**config.mk**
```make
export PLATFORM = sky130hd
export DESIGN_NAME = system_clock_mode_control
export DESIGN_NICKNAME = d
export VERILOG_FILES = /design/src/clock_mode_pkg.sv /design/src/crystal_monitor.sv /design/src/frac_divider.sv /design/src/system_clock_mode_control.sv
export VERILOG_INCLUDE_DIRS = /design/src /design/src/src
export SDC_FILE = /design/constraint.sdc
export NUM_CORES = 1
export LEC_CHECK = 0
export BUFFER_PORTS_ARGS = -buffer_cell sky130_fd_sc_hd__buf_4
export CORE_MARGIN = 3
export CORE_UTILIZATION = 40
export DETAILED_ROUTE_END_ITERATION = 10
export PLACE_DENSITY = 0.68
export SYNTH_ARGS = -nofsm -noshare
export SYNTH_HDL_FRONTEND = slang
export SYNTH_SLANG_ARGS = --single-unit
```
**constraint.sdc**
```tcl
create_clock -name i_clock -period 3 [get_ports i_clock]
set_input_delay 0.3 -clock i_clock [delete_from_list [all_inputs] [get_ports i_clock]]
set_output_delay 0.3 -clock i_clock [all_outputs]
set_load 0.005 [all_outputs]
```
**src/clock_mode_defines.svh**
```systemverilog
`ifndef CLOCK_MODE_DEFINES_SVH
`define CLOCK_MODE_DEFINES_SVH

// Register byte offsets on the Avalon-MM slave.
`define REG_CTRL          8'h00
`define REG_STATUS        8'h04
`define REG_INT_STATUS    8'h08
`define REG_INT_MASK      8'h0C
`define REG_XTAL_BIAS     8'h10
`define REG_HFRC_TRIM     8'h14
`define REG_CAL_COUNT     8'h18
`define REG_LF_DIV        8'h1C

// Control register fields.
`define CTRL_SRC_BIT      0
`define CTRL_CPU_BIT      1
`define CTRL_LF_BIT       2
`define CTRL_XEN_BIT      3
`define CTRL_RESET        4'h2

// Status register fields.
`define STAT_SRC_BIT      0
`define STAT_FAST_BIT     1
`define STAT_FLASH_BIT    2
`define STAT_FAIL_BIT     3
`define STAT_RADIO_BIT    4
`define STAT_HEALTH_BIT   5

// Interrupt status and mask fields.
`define INT_FAIL_BIT      0
`define INT_SWITCH_BIT    1
`define INT_WIDTH         2

// Reset values of the tuning registers.
`define XTAL_BIAS_RESET   4'hF
`define HFRC_TRIM_RESET   6'h20
`define LF_INT_RESET      8'h0A
`define LF_FRAC_RESET     16'h0000

// Timing.
`define CLOCK_PERIOD_NS   20
`define XTAL_FAIL_NS      320
`define XTAL_FAIL_CYCLES  (`XTAL_FAIL_NS / `CLOCK_PERIOD_NS)
`define CAL_WINDOW        1024

`endif

```
**src/clock_mode_pkg.sv**
```systemverilog
package clock_mode_pkg;

    typedef enum logic {
        SRC_HF_RC,
        SRC_HF_CRYSTAL
    } main_system_clock_source_e;

    typedef enum logic {
        CPU_NORMAL,
        CPU_FAST
    } cpu_mode_e;

    typedef logic [31:0] bus_word_t;

endpackage : clock_mode_pkg

```
**src/crystal_monitor.sv**
```systemverilog
`timescale 1ns/100ps
`default_nettype none
`include "clock_mode_defines.svh"

module crystal_monitor #(
    parameter int LIMIT = `XTAL_FAIL_CYCLES
) (
    input  wire logic i_clock,
    input  wire logic i_rst_n,
    input  wire logic i_enable,
    input  wire logic i_tick,
    output logic      o_healthy
);
    localparam int CW = $clog2(LIMIT + 1);
    localparam logic [CW-1:0] LIMIT_C = CW'(LIMIT);

    logic [CW-1:0] silent;
    wire           expired = (silent == LIMIT_C);

    // A disabled crystal reads as expired so it can never be selected.
    always_ff @(posedge i_clock) begin
        if (!i_rst_n || !i_enable)
            silent <= LIMIT_C;
        else if (i_tick)
            silent <= '0;
        else if (!expired)
            silent <= silent + CW'(1);
    end

    assign o_healthy = !expired;

endmodule : crystal_monitor
`default_nettype wire

```
**src/frac_divider.sv**
```systemverilog
`timescale 1ns/100ps
`default_nettype none

module frac_divider #(
    parameter int INT_W  = 8,
    parameter int FRAC_W = 16
) (
    input  wire logic              i_clock,
    input  wire logic              i_rst_n,
    input  wire logic              i_tick,
    input  wire logic [INT_W-1:0]  i_int,
    input  wire logic [FRAC_W-1:0] i_frac,
    output logic                   o_tick
);
    logic [INT_W-1:0]  count;
    logic [FRAC_W-1:0] acc;
    logic              extra;

    wire [INT_W:0]  target   = {1'b0, i_int} + {{INT_W{1'b0}}, extra};
    wire            period   = ({1'b0, count} + (INT_W+1)'(1)) >= target;
    wire [FRAC_W:0] acc_sum  = {1'b0, acc} + {1'b0, i_frac};

    // Each output period is i_int or i_int+1 input ticks; the fraction
    // accumulator spreads the extra ticks so the mean ratio is exact.
    always_ff @(posedge i_clock) begin
        if (!i_rst_n) begin
            count  <= '0;
            acc    <= '0;
            extra  <= 1'b0;
            o_tick <= 1'b0;
        end else begin
            o_tick <= i_tick && period;
            if (i_tick) begin
                if (period) begin
                    count <= '0;
                    acc   <= acc_sum[FRAC_W-1:0];
                    extra <= acc_sum[FRAC_W];
                end else begin
                    count <= count + INT_W'(1);
                end
            end
        end
    end

endmodule : frac_divider
`default_nettype wire

```
**src/system_clock_mode_control.sv**
```systemverilog
// Function
// RQ1 - Reset selects high-frequency RC source
// RQ2 - RC trim register, calibrated against crystal
// RQ3 - Radio ready only on crystal source
// RQ4 - Software-set crystal bias code
// RQ5 - Crystal failure falls back to RC, NMI
// RQ6 - Source select: 0 RC, 1 crystal
// RQ7 - Peripheral clock is half system clock
// RQ8 - CPU select: 0 peripheral, 1 system
// RQ9 - Four modes give documented clock ratios
// RQ10 - Flash busy forces 12 MHz processor clock
// RQ11 - Fast processor mode is reset default
// RQ12 - Fractional-N divider makes 1 kHz reference
// RQ13 - Digital clock may replace low crystal
// RQ14 - All switches happen at period boundaries; a crystal failure switches the source at once (the ctrl LF source select takes effect at once)
`timescale 1ns/100ps
`default_nettype none
`include "clock_mode_defines.svh"

module system_clock_mode_control
    import clock_mode_pkg::*;
#(
    parameter int FAIL_CYCLES = `XTAL_FAIL_CYCLES,
    parameter int CAL_WINDOW  = `CAL_WINDOW
) (
    input  wire logic        i_clock,
    input  wire logic        i_rst_n,
    input  wire logic [7:0]  i_address,
    input  wire logic        i_read,
    input  wire logic        i_write,
    input  wire logic [31:0] i_writedata,
    output logic [31:0]      o_readdata,
    output logic             o_waitrequest,
    input  wire logic        i_hf_rc_tick,
    input  wire logic        i_hf_crystal_tick,
    input  wire logic        i_lf_rc_tick,
    input  wire logic        i_lf_crystal_tick,
    input  wire logic        i_flash_busy,
    output logic             o_main_system_clock_tick,
    output logic             o_peripheral_clock_tick,
    output logic             o_processor_clock_tick,
    output logic             o_one_khz_reference_tick,
    output logic             o_crystal_enable,
    output logic [3:0]       o_crystal_bias,
    output logic [5:0]       o_hf_rc_trim,
    output logic             o_radio_clock_ok,
    output logic             o_nmi,
    output logic             o_irq
);
    ////////////////////////////////////////////////////////////////////////
    // Registers and bus slave.

    logic [3:0]           ctrl;
    logic [`INT_WIDTH-1:0] int_status;
    logic [`INT_WIDTH-1:0] int_mask;
    logic [3:0]           crystal_bias;
    logic [5:0]           hf_rc_trim;
    logic [7:0]           lf_int;
    logic [15:0]          lf_frac;
    logic [15:0]          cal_count;
    logic                 ack;

    main_system_clock_source_e active_src;
    cpu_mode_e      active_cpu;
    logic           flash_override;
    logic           pclk_phase;

    wire request = i_read || i_write;
    wire wr_ok   = i_write && ack;
    wire rd_load = i_read && !ack;

    wire sel_ctrl  = (i_address == `REG_CTRL);
    wire sel_stat  = (i_address == `REG_STATUS);
    wire sel_ist   = (i_address == `REG_INT_STATUS);
    wire sel_imask = (i_address == `REG_INT_MASK);
    wire sel_bias  = (i_address == `REG_XTAL_BIAS);
    wire sel_trim  = (i_address == `REG_HFRC_TRIM);
    wire sel_cal   = (i_address == `REG_CAL_COUNT);
    wire sel_lfdiv = (i_address == `REG_LF_DIV);

    wire crystal_healthy;

    wire [5:0] status_word = {
        crystal_healthy,
        o_radio_clock_ok,
        int_status[`INT_FAIL_BIT],
        flash_override,
        active_cpu == CPU_FAST,
        active_src == SRC_HF_CRYSTAL
    };

    // Unmapped offsets read as zero and drop writes, which leaves room for
    // later registers without any change visible to existing software.
    wire [31:0] read_mux =
        sel_ctrl  ? {28'h0000000, ctrl}                  :
        sel_stat  ? {26'h0000000, status_word}           :
        sel_ist   ? {30'h00000000, int_status}           :
        sel_imask ? {30'h00000000, int_mask}             :
        sel_bias  ? {28'h0000000, crystal_bias}          :
        sel_trim  ? {26'h0000000, hf_rc_trim}            :
        sel_cal   ? {16'h0000, cal_count}                :
        sel_lfdiv ? {8'h00, lf_frac, lf_int}             :
                    32'h00000000;

    // Every access is answered one cycle after it is presented.
    assign o_waitrequest = request && !ack;

    // The single wait state gives the read mux a whole cycle to settle
    // before the data are registered for the master.
    always_ff @(posedge i_clock) begin
        if (!i_rst_n) begin
            ack        <= 1'b0;
            o_readdata <= 32'h00000000;
        end else begin
            ack <= request && !ack;
            if (rd_load)
                o_readdata <= read_mux;
        end
    end

    always_ff @(posedge i_clock) begin
        if (!i_rst_n) begin
            ctrl         <= `CTRL_RESET;                           // RQ1 RQ11
            int_mask     <= '0;
            crystal_bias <= `XTAL_BIAS_RESET;
            hf_rc_trim   <= `HFRC_TRIM_RESET;
            lf_int       <= `LF_INT_RESET;
            lf_frac      <= `LF_FRAC_RESET;
        end else if (wr_ok) begin
            if (sel_ctrl)
                ctrl <= i_writedata[3:0];                          // RQ6 RQ8
            if (sel_imask)
                int_mask <= i_writedata[`INT_WIDTH-1:0];
            if (sel_bias)
                crystal_bias <= i_writedata[3:0];                  // RQ4
            if (sel_trim)
                hf_rc_trim <= i_writedata[5:0];                    // RQ2
            if (sel_lfdiv) begin
                lf_int  <= i_writedata[7:0];                       // RQ12
                lf_frac <= i_writedata[23:8];
            end
        end
    end

    ////////////////////////////////////////////////////////////////////////
    // Crystal supervision and clock switching.

    // The silence limit trades detection speed against false alarms on a
    // crystal whose duty cycle stretches a gap by a cycle or two.
    crystal_monitor #(
        .LIMIT     (FAIL_CYCLES)
    ) u_monitor (
        .i_clock   (i_clock),
        .i_rst_n   (i_rst_n),
        .i_enable  (ctrl[`CTRL_XEN_BIT]),
        .i_tick    (i_hf_crystal_tick),
        .o_healthy (crystal_healthy)
    );

    wire on_crystal = (active_src == SRC_HF_CRYSTAL);
    wire fail_event = on_crystal && !crystal_healthy;              // RQ5
    // Turning the crystal off while it is selected counts as a failure:
    // the monitor reads a disabled crystal as expired, so the source
    // falls back at once rather than stalling on a silent input.

    // A latched failure keeps the crystal out until software clears it.
    // Without that hold a stuttering crystal would flap the source.
    wire want_crystal = ctrl[`CTRL_SRC_BIT] && crystal_healthy
                        && !int_status[`INT_FAIL_BIT];

    wire sys_tick  = on_crystal ? i_hf_crystal_tick : i_hf_rc_tick; // RQ6
    wire pclk_tick = sys_tick && pclk_phase;                       // RQ7
    wire boundary  = pclk_tick;                                    // RQ14

    wire next_src_crystal = boundary ? want_crystal : on_crystal;
    wire switch_event     = boundary && (want_crystal != on_crystal);

    // Selects move only at the end of a whole peripheral period, so a
    // voluntary switch never shortens a cycle; a crystal failure moves the source at once.
    always_ff @(posedge i_clock) begin
        if (!i_rst_n) begin
            active_src     <= SRC_HF_RC;                           // RQ1
            active_cpu     <= CPU_FAST;                            // RQ11
            flash_override <= 1'b0;
            pclk_phase     <= 1'b0;
        end else if (fail_event) begin
            active_src <= SRC_HF_RC;                               // RQ5
            pclk_phase <= 1'b0;
        end else begin
            if (sys_tick)
                pclk_phase <= !pclk_phase;                         // RQ7
            if (boundary) begin
                active_src     <= next_src_crystal ? SRC_HF_CRYSTAL
                                                   : SRC_HF_RC;    // RQ14
                active_cpu     <= ctrl[`CTRL_CPU_BIT] ? CPU_FAST
                                                      : CPU_NORMAL;
                flash_override <= i_flash_busy;                    // RQ10
            end
        end
    end

    // Under flash the processor gets 12 MHz: the system stream on RC,
    // the peripheral stream on the crystal.
    wire cpu_fast_tick = (active_cpu == CPU_FAST) ? sys_tick : pclk_tick;
    wire flash_tick    = on_crystal ? pclk_tick : sys_tick;        // RQ10
    wire cpu_tick      = flash_override ? flash_tick
                                        : cpu_fast_tick;           // RQ8 RQ9

    ////////////////////////////////////////////////////////////////////////
    // RC calibration against the crystal and the 1 kHz reference.

    localparam int CALW = $clog2(CAL_WINDOW + 1);
    logic [CALW-1:0] cal_xtal;
    logic [15:0]     cal_rc;
    wire             cal_done = (cal_xtal == CALW'(CAL_WINDOW));

    // Counts RC ticks over a fixed number of crystal ticks; software
    // compares the result with the ideal ratio and steps the trim.
    // Ticks in the cycle that closes a window open the next one, so no
    // edge is lost between windows.
    always_ff @(posedge i_clock) begin
        if (!i_rst_n || !crystal_healthy) begin
            cal_xtal  <= '0;
            cal_rc    <= '0;
            cal_count <= '0;
        end else if (cal_done) begin
            cal_count <= cal_rc;                                   // RQ2
            cal_xtal  <= CALW'(i_hf_crystal_tick);
            cal_rc    <= 16'(i_hf_rc_tick);
        end else begin
            if (i_hf_crystal_tick)
                cal_xtal <= cal_xtal + CALW'(1);
            if (i_hf_rc_tick)
                cal_rc <= cal_rc + 16'h0001;
        end
    end

    // The low-frequency pin may carry a digital clock instead of a crystal.
    wire lf_tick = ctrl[`CTRL_LF_BIT] ? i_lf_crystal_tick : i_lf_rc_tick; // RQ13
    wire one_khz_tick;

    // The ratio is software's to set; a zero integer part gives one output
    // per input tick rather than a stalled reference.
    frac_divider #(
        .INT_W   (8),
        .FRAC_W  (16)
    ) u_lf_div (
        .i_clock (i_clock),
        .i_rst_n (i_rst_n),
        .i_tick  (lf_tick),
        .i_int   (lf_int),
        .i_frac  (lf_frac),
        .o_tick  (one_khz_tick)                                    // RQ12
    );

    ////////////////////////////////////////////////////////////////////////
    // Interrupts and registered outputs.

    wire [`INT_WIDTH-1:0] int_set   = {switch_event, fail_event};
    wire [`INT_WIDTH-1:0] int_clear = (wr_ok && sel_ist)
                                      ? i_writedata[`INT_WIDTH-1:0]
                                      : '0;

    // A new event in the cycle of its clear keeps the bit set.
    always_ff @(posedge i_clock) begin
        if (!i_rst_n)
            int_status <= '0;
        else
            int_status <= (int_status & ~int_clear) | int_set;
    end

    // Outputs are registered so consumers see clean one-cycle pulses; the
    // price is one cycle of latency behind the source tick, two behind the low-frequency tick for the 1 kHz reference.
    wire radio_next = on_crystal && !fail_event;                   // RQ3
    wire nmi_next   = int_status[`INT_FAIL_BIT] | fail_event;      // RQ5
    wire irq_next   = |(int_status & int_mask);

    always_ff @(posedge i_clock) begin
        if (!i_rst_n) begin
            o_main_system_clock_tick <= 1'b0;
            o_peripheral_clock_tick  <= 1'b0;
            o_processor_clock_tick   <= 1'b0;
            o_one_khz_reference_tick <= 1'b0;
            o_radio_clock_ok         <= 1'b0;
            o_nmi                    <= 1'b0;
            o_irq                    <= 1'b0;
        end else begin
            o_main_system_clock_tick <= sys_tick;
            o_peripheral_clock_tick  <= pclk_tick;
            o_processor_clock_tick   <= cpu_tick;
            o_one_khz_reference_tick <= one_khz_tick;
            o_radio_clock_ok         <= radio_next;                // RQ3
            o_nmi                    <= nmi_next;                  // RQ5
            o_irq                    <= irq_next;
        end
    end

    assign o_crystal_enable = ctrl[`CTRL_XEN_BIT];
    assign o_crystal_bias   = crystal_bias;                        // RQ4
    assign o_hf_rc_trim     = hf_rc_trim;

endmodule : system_clock_mode_control
`default_nettype wire

```
==> results.md <==
* Placed Area at ~8300 sq um
* Vias in the first global route at 5955
* Slew @ Worst Pin at 0.802 ns
* HPWL after DPL at 12900 microns
* Filler cell count in the final layout at between 1500 and 2000
* Req. time, crit path at about 3.4 ns
* Max cap viols at 0
* TNS Setup at 0 ns
* WHS Endpoint: o_hf_rc_trim[5]$_SDFFE_PN1P_
* Hold Path Stages at 3
* Seq/Total Area, Yosys at roughly 40%
* Max Root-Sink Buffers at 2
* Final Slew Violations at 0
* Minimum clock period at 2.83 ns
* Top FF cell, synth: dfxtp_1
* First-pass GRT wire length at 29400 microns
* Area of the die at 20200 sq um
* CP arrival at 3.18 ns
* Internal power at 3.44 mW
* DRC at 0
* CTS Hold Buffers Added at 0
* Peak supply drop at around 410 uV
* Syn avg cell area at 8.54 sq um
* Clk root buf: clkbuf_16
* Initial DRC count at 374
* Outcome: completed
* Final Setup Violations at 0
* RSZ-0062 raised after global routing: true
* Die height at 142 microns
* Initial antenna violation count at 0
* H-tree Lvls at 4
* Reg2Reg Setup Slack at 0.17 ns
* Fmax at approximately 350 MHz
* Total wire length at 18100 microns
* Crit. End Element: flop
* Crit Path Category: flop to flop
* Final GP Congestion at 0.885
* Largest net degree at the start of global routing at 39
* P_sw at 988 uW
* Startpoint type of the worst setup path: flop
* Router iterations before antenna repair at 5
* Total number of vias at just over 6000
* Crit path max fanout at 8
* Die Wd at 142 microns
* CTS Buf Count at 17
* Post-route cell area at roughly 8900 sq um
* Min-delay src: i_writedata[5]
* Relative slew slack at 46.6%
* Most common cell after layout, fill and taps aside: dfxtp_1
* DR vias/cell at 5.24
* Clk_lat worst skew at 0.43 ns
* Avg WL per Cell at 15.2 microns
* Warnings, synthesis at 0
* Sw Ratio at roughly 22%
* Lkg Pwr at ~3.6 nW
* Clock Skews at ~0.011 ns
* Synth Cell Area at around 7400 sq um
* R2R depth at 13
* I/O pins at 100
* Area grow syn2layout at 20.1%
* Post-synthesis register bit count at 152
* Combinational Power Share at under 10%
* Layout cells sized above 1 at roughly 16%
* Global route total overflow at 0
* Most frequent cells in the layout: dfxtp_1, nand2_1, nor2_1
* Reg power frac at 46.0%
* Cell row count at 49
* Worst Hold Class: input port to flop
* Floorplan Core Area at approximately 18000 sq um
* Pwr Total at 4.43 mW
* Initial Utilization at between 40% and 50%
* Post-synth ARST share at 0%
* Antenna diode count at 0
* Hold Fails Final Rpt at 0
* Final core occ at 49.2%
* Clock sink total at 152
* Count of nets after finishing at 1028
* Buffers on Ports at 83
* Yosys cell types at between 60 and 70
* Clock power frac at 49.9%
* Tcrit/Tclk final at 94.4%
* Clk slew on worst S/H paths at 0.06 ns
* Post-synth EDFFs at 0
* Post-Synthesis Cells at slightly below 900
* TritonCTS clock tree: yes
* Reg-to-reg endpoint: u_lf_div.count[3]$_SDFFE_PN0P_
* RR Startpoint: lf_int[0]$_SDFFE_PN0P_
* Power per cell area at between 400 and 500 nW/um^2
* Post-route antenna net violation count at 0
* Total GRT Usage at 18.1%
## synth_stat cells (3+ instances only)
cell type / instances / area share (%)
a211oi_1: 6 / 0.61
a22oi_1: 27 / 2.7
nor2_1: 107 / 5.4
nor3b_1: 4 / 0.40
clkbuf_1: 31 / 1.6
o22ai_1: 5 / 0.42
nand2b_1: 12 / 1.0
nand2_1: 123 / 6.2
nand3b_1: 4 / 0.40
buf_2: 10 / 0.67
mux2_2: 8 / 1.2
nor4_1: 4 / 0.34
o211ai_1: 5 / 0.51
xnor2_1: 18 / 2.1
nor3_2: 3 / 0.40
buf_4: 8 / 0.81
a22o_1: 4 / 0.47
nor3_1: 11 / 0.74
and3_1: 5 / 0.42
inv_1: 13 / 0.66
a21oi_1: 60 / 4.0
or3_1: 9 / 0.76
a2bb2oi_1: 4 / 0.47
mux2i_1: 41 / 5.5
a21o_1: 8 / 0.81
o21a_1: 4 / 0.40
o21ai_0: 30 / 2.0
nand4_1: 13 / 1.1
nand3_1: 20 / 1.3
and2_1: 13 / 1.1
xor2_1: 32 / 3.8
dfxtp_1: 152 / 41
ha_1: 34 / 5.7
## power by group through the flow
stage	Sequential, mW	Clock, mW	Combinational, mW
after CTS	2.03	2.26	0.183
after global routing	2.04	2.34	0.201
after floorplan	2.08	0	0.104
after detailed placement	2.08	0	0.182
after global placement	2.08	0	0.180
final	2.04	2.21	0.183
## cell type report
cell class                      instances  area (sq um)  share of cell area (%)
Sequential cell                       152          3040                    34.2
Tap cell                              229           287                    3.22
Timing Repair Buffer                  101           771                    8.66
Clock inverter                         13           168                    1.88
Clock buffer                           19           443                    4.97
Inverter                               15          56.3                   0.632
Multi-Input combinational cell        657          4140                    46.5
## logic make-up after synthesis
kind of cell	share of synthesized area, %
mux	7.36
fa+ha+maj	6.01
buf+inv	3.91
flops	41.0
other cells	0.0506
xor+xnor	5.91
simple gates	21.4
compound gates	14.3
## worst max-delay path, cell delays in order, from the launching register on
cell and delay (ns):
dfxtp_1 0.36, ha_1 0.20, ha_1 0.19, nand3_1 0.13, nor2_2 0.16, xnor2_1 0.13
ha_1 0.27, nand2_1 0.07, a2bb2oi_1 0.22, o31a_1 0.22, a21oi_1 0.08, buf_4 0.18
or4_1 0.39, a21oi_1 0.15
## repair_timing
item                                    in CTS  in global routing
buffers inserted                             0                  1
endpoints found under the setup margin       0                 11
gates resized for setup                      0                  5
## sequential cells by signal, indices dropped and copies added, names as in the netlist, 2 cells and up
name,flops
int_mask,2
cal_rc,16
o_hf_rc_trim,6
o_crystal_bias,4
o_readdata,24
ctrl,4
u_lf_div.acc,16
int_status,2
lf_frac,16
cal_xtal,11
u_lf_div.count,8
lf_int,8
u_monitor.silent,5
cal_count,16
## stage by stage
step           hold slack [ns]  std cells  worst slack (ns)
3_5_place_dp             0.422       1153             0.165
5_1_grt                  0.119       1186           -0.0239
2_1_floorplan            0.404        875             0.378
4_1_cts                 0.0986       1185             0.136
6_report                 0.113       1186             0.167
3_3_place_gp             0.419       1153             0.202
## how the worst max path moves through the flow
stage	startpoint	endpoint	slack, ns	cells after the start
after floorplan	u_lf_div.count[0]$_SDFFE_PN0P_	u_lf_div.acc[12]$_SDFFE_PN0P_	0.38	13
after global placement	u_lf_div.count[0]$_SDFFE_PN0P_	u_lf_div.extra$_SDFFE_PN0P_	0.20	12
after detailed placement	u_lf_div.count[0]$_SDFFE_PN0P_	u_lf_div.count[3]$_SDFFE_PN0P_	0.16	13
after CTS	u_lf_div.count[0]$_SDFFE_PN0P_	u_lf_div.extra$_SDFFE_PN0P_	0.14	12
after global routing	lf_int[0]$_SDFFE_PN0P_	u_lf_div.acc[14]$_SDFFE_PN0P_	-0.02	12
final	lf_int[0]$_SDFFE_PN0P_	u_lf_div.count[3]$_SDFFE_PN0P_	0.17	13
## per-layer routing
metal  wire length (microns)  part of all wire (%)  up-vias  global-route usage, %
met5                       0                     0        -                      0
met4                     346                   1.9        0                   6.16
met3                     835                   4.6       23                   4.23
met2                    8450                    47      136                   29.6
met1                    8430                    47     2887                   23.6
li1                        -                     -     3169                      -
Note: power is estimated with default switching activity, not from simulation.
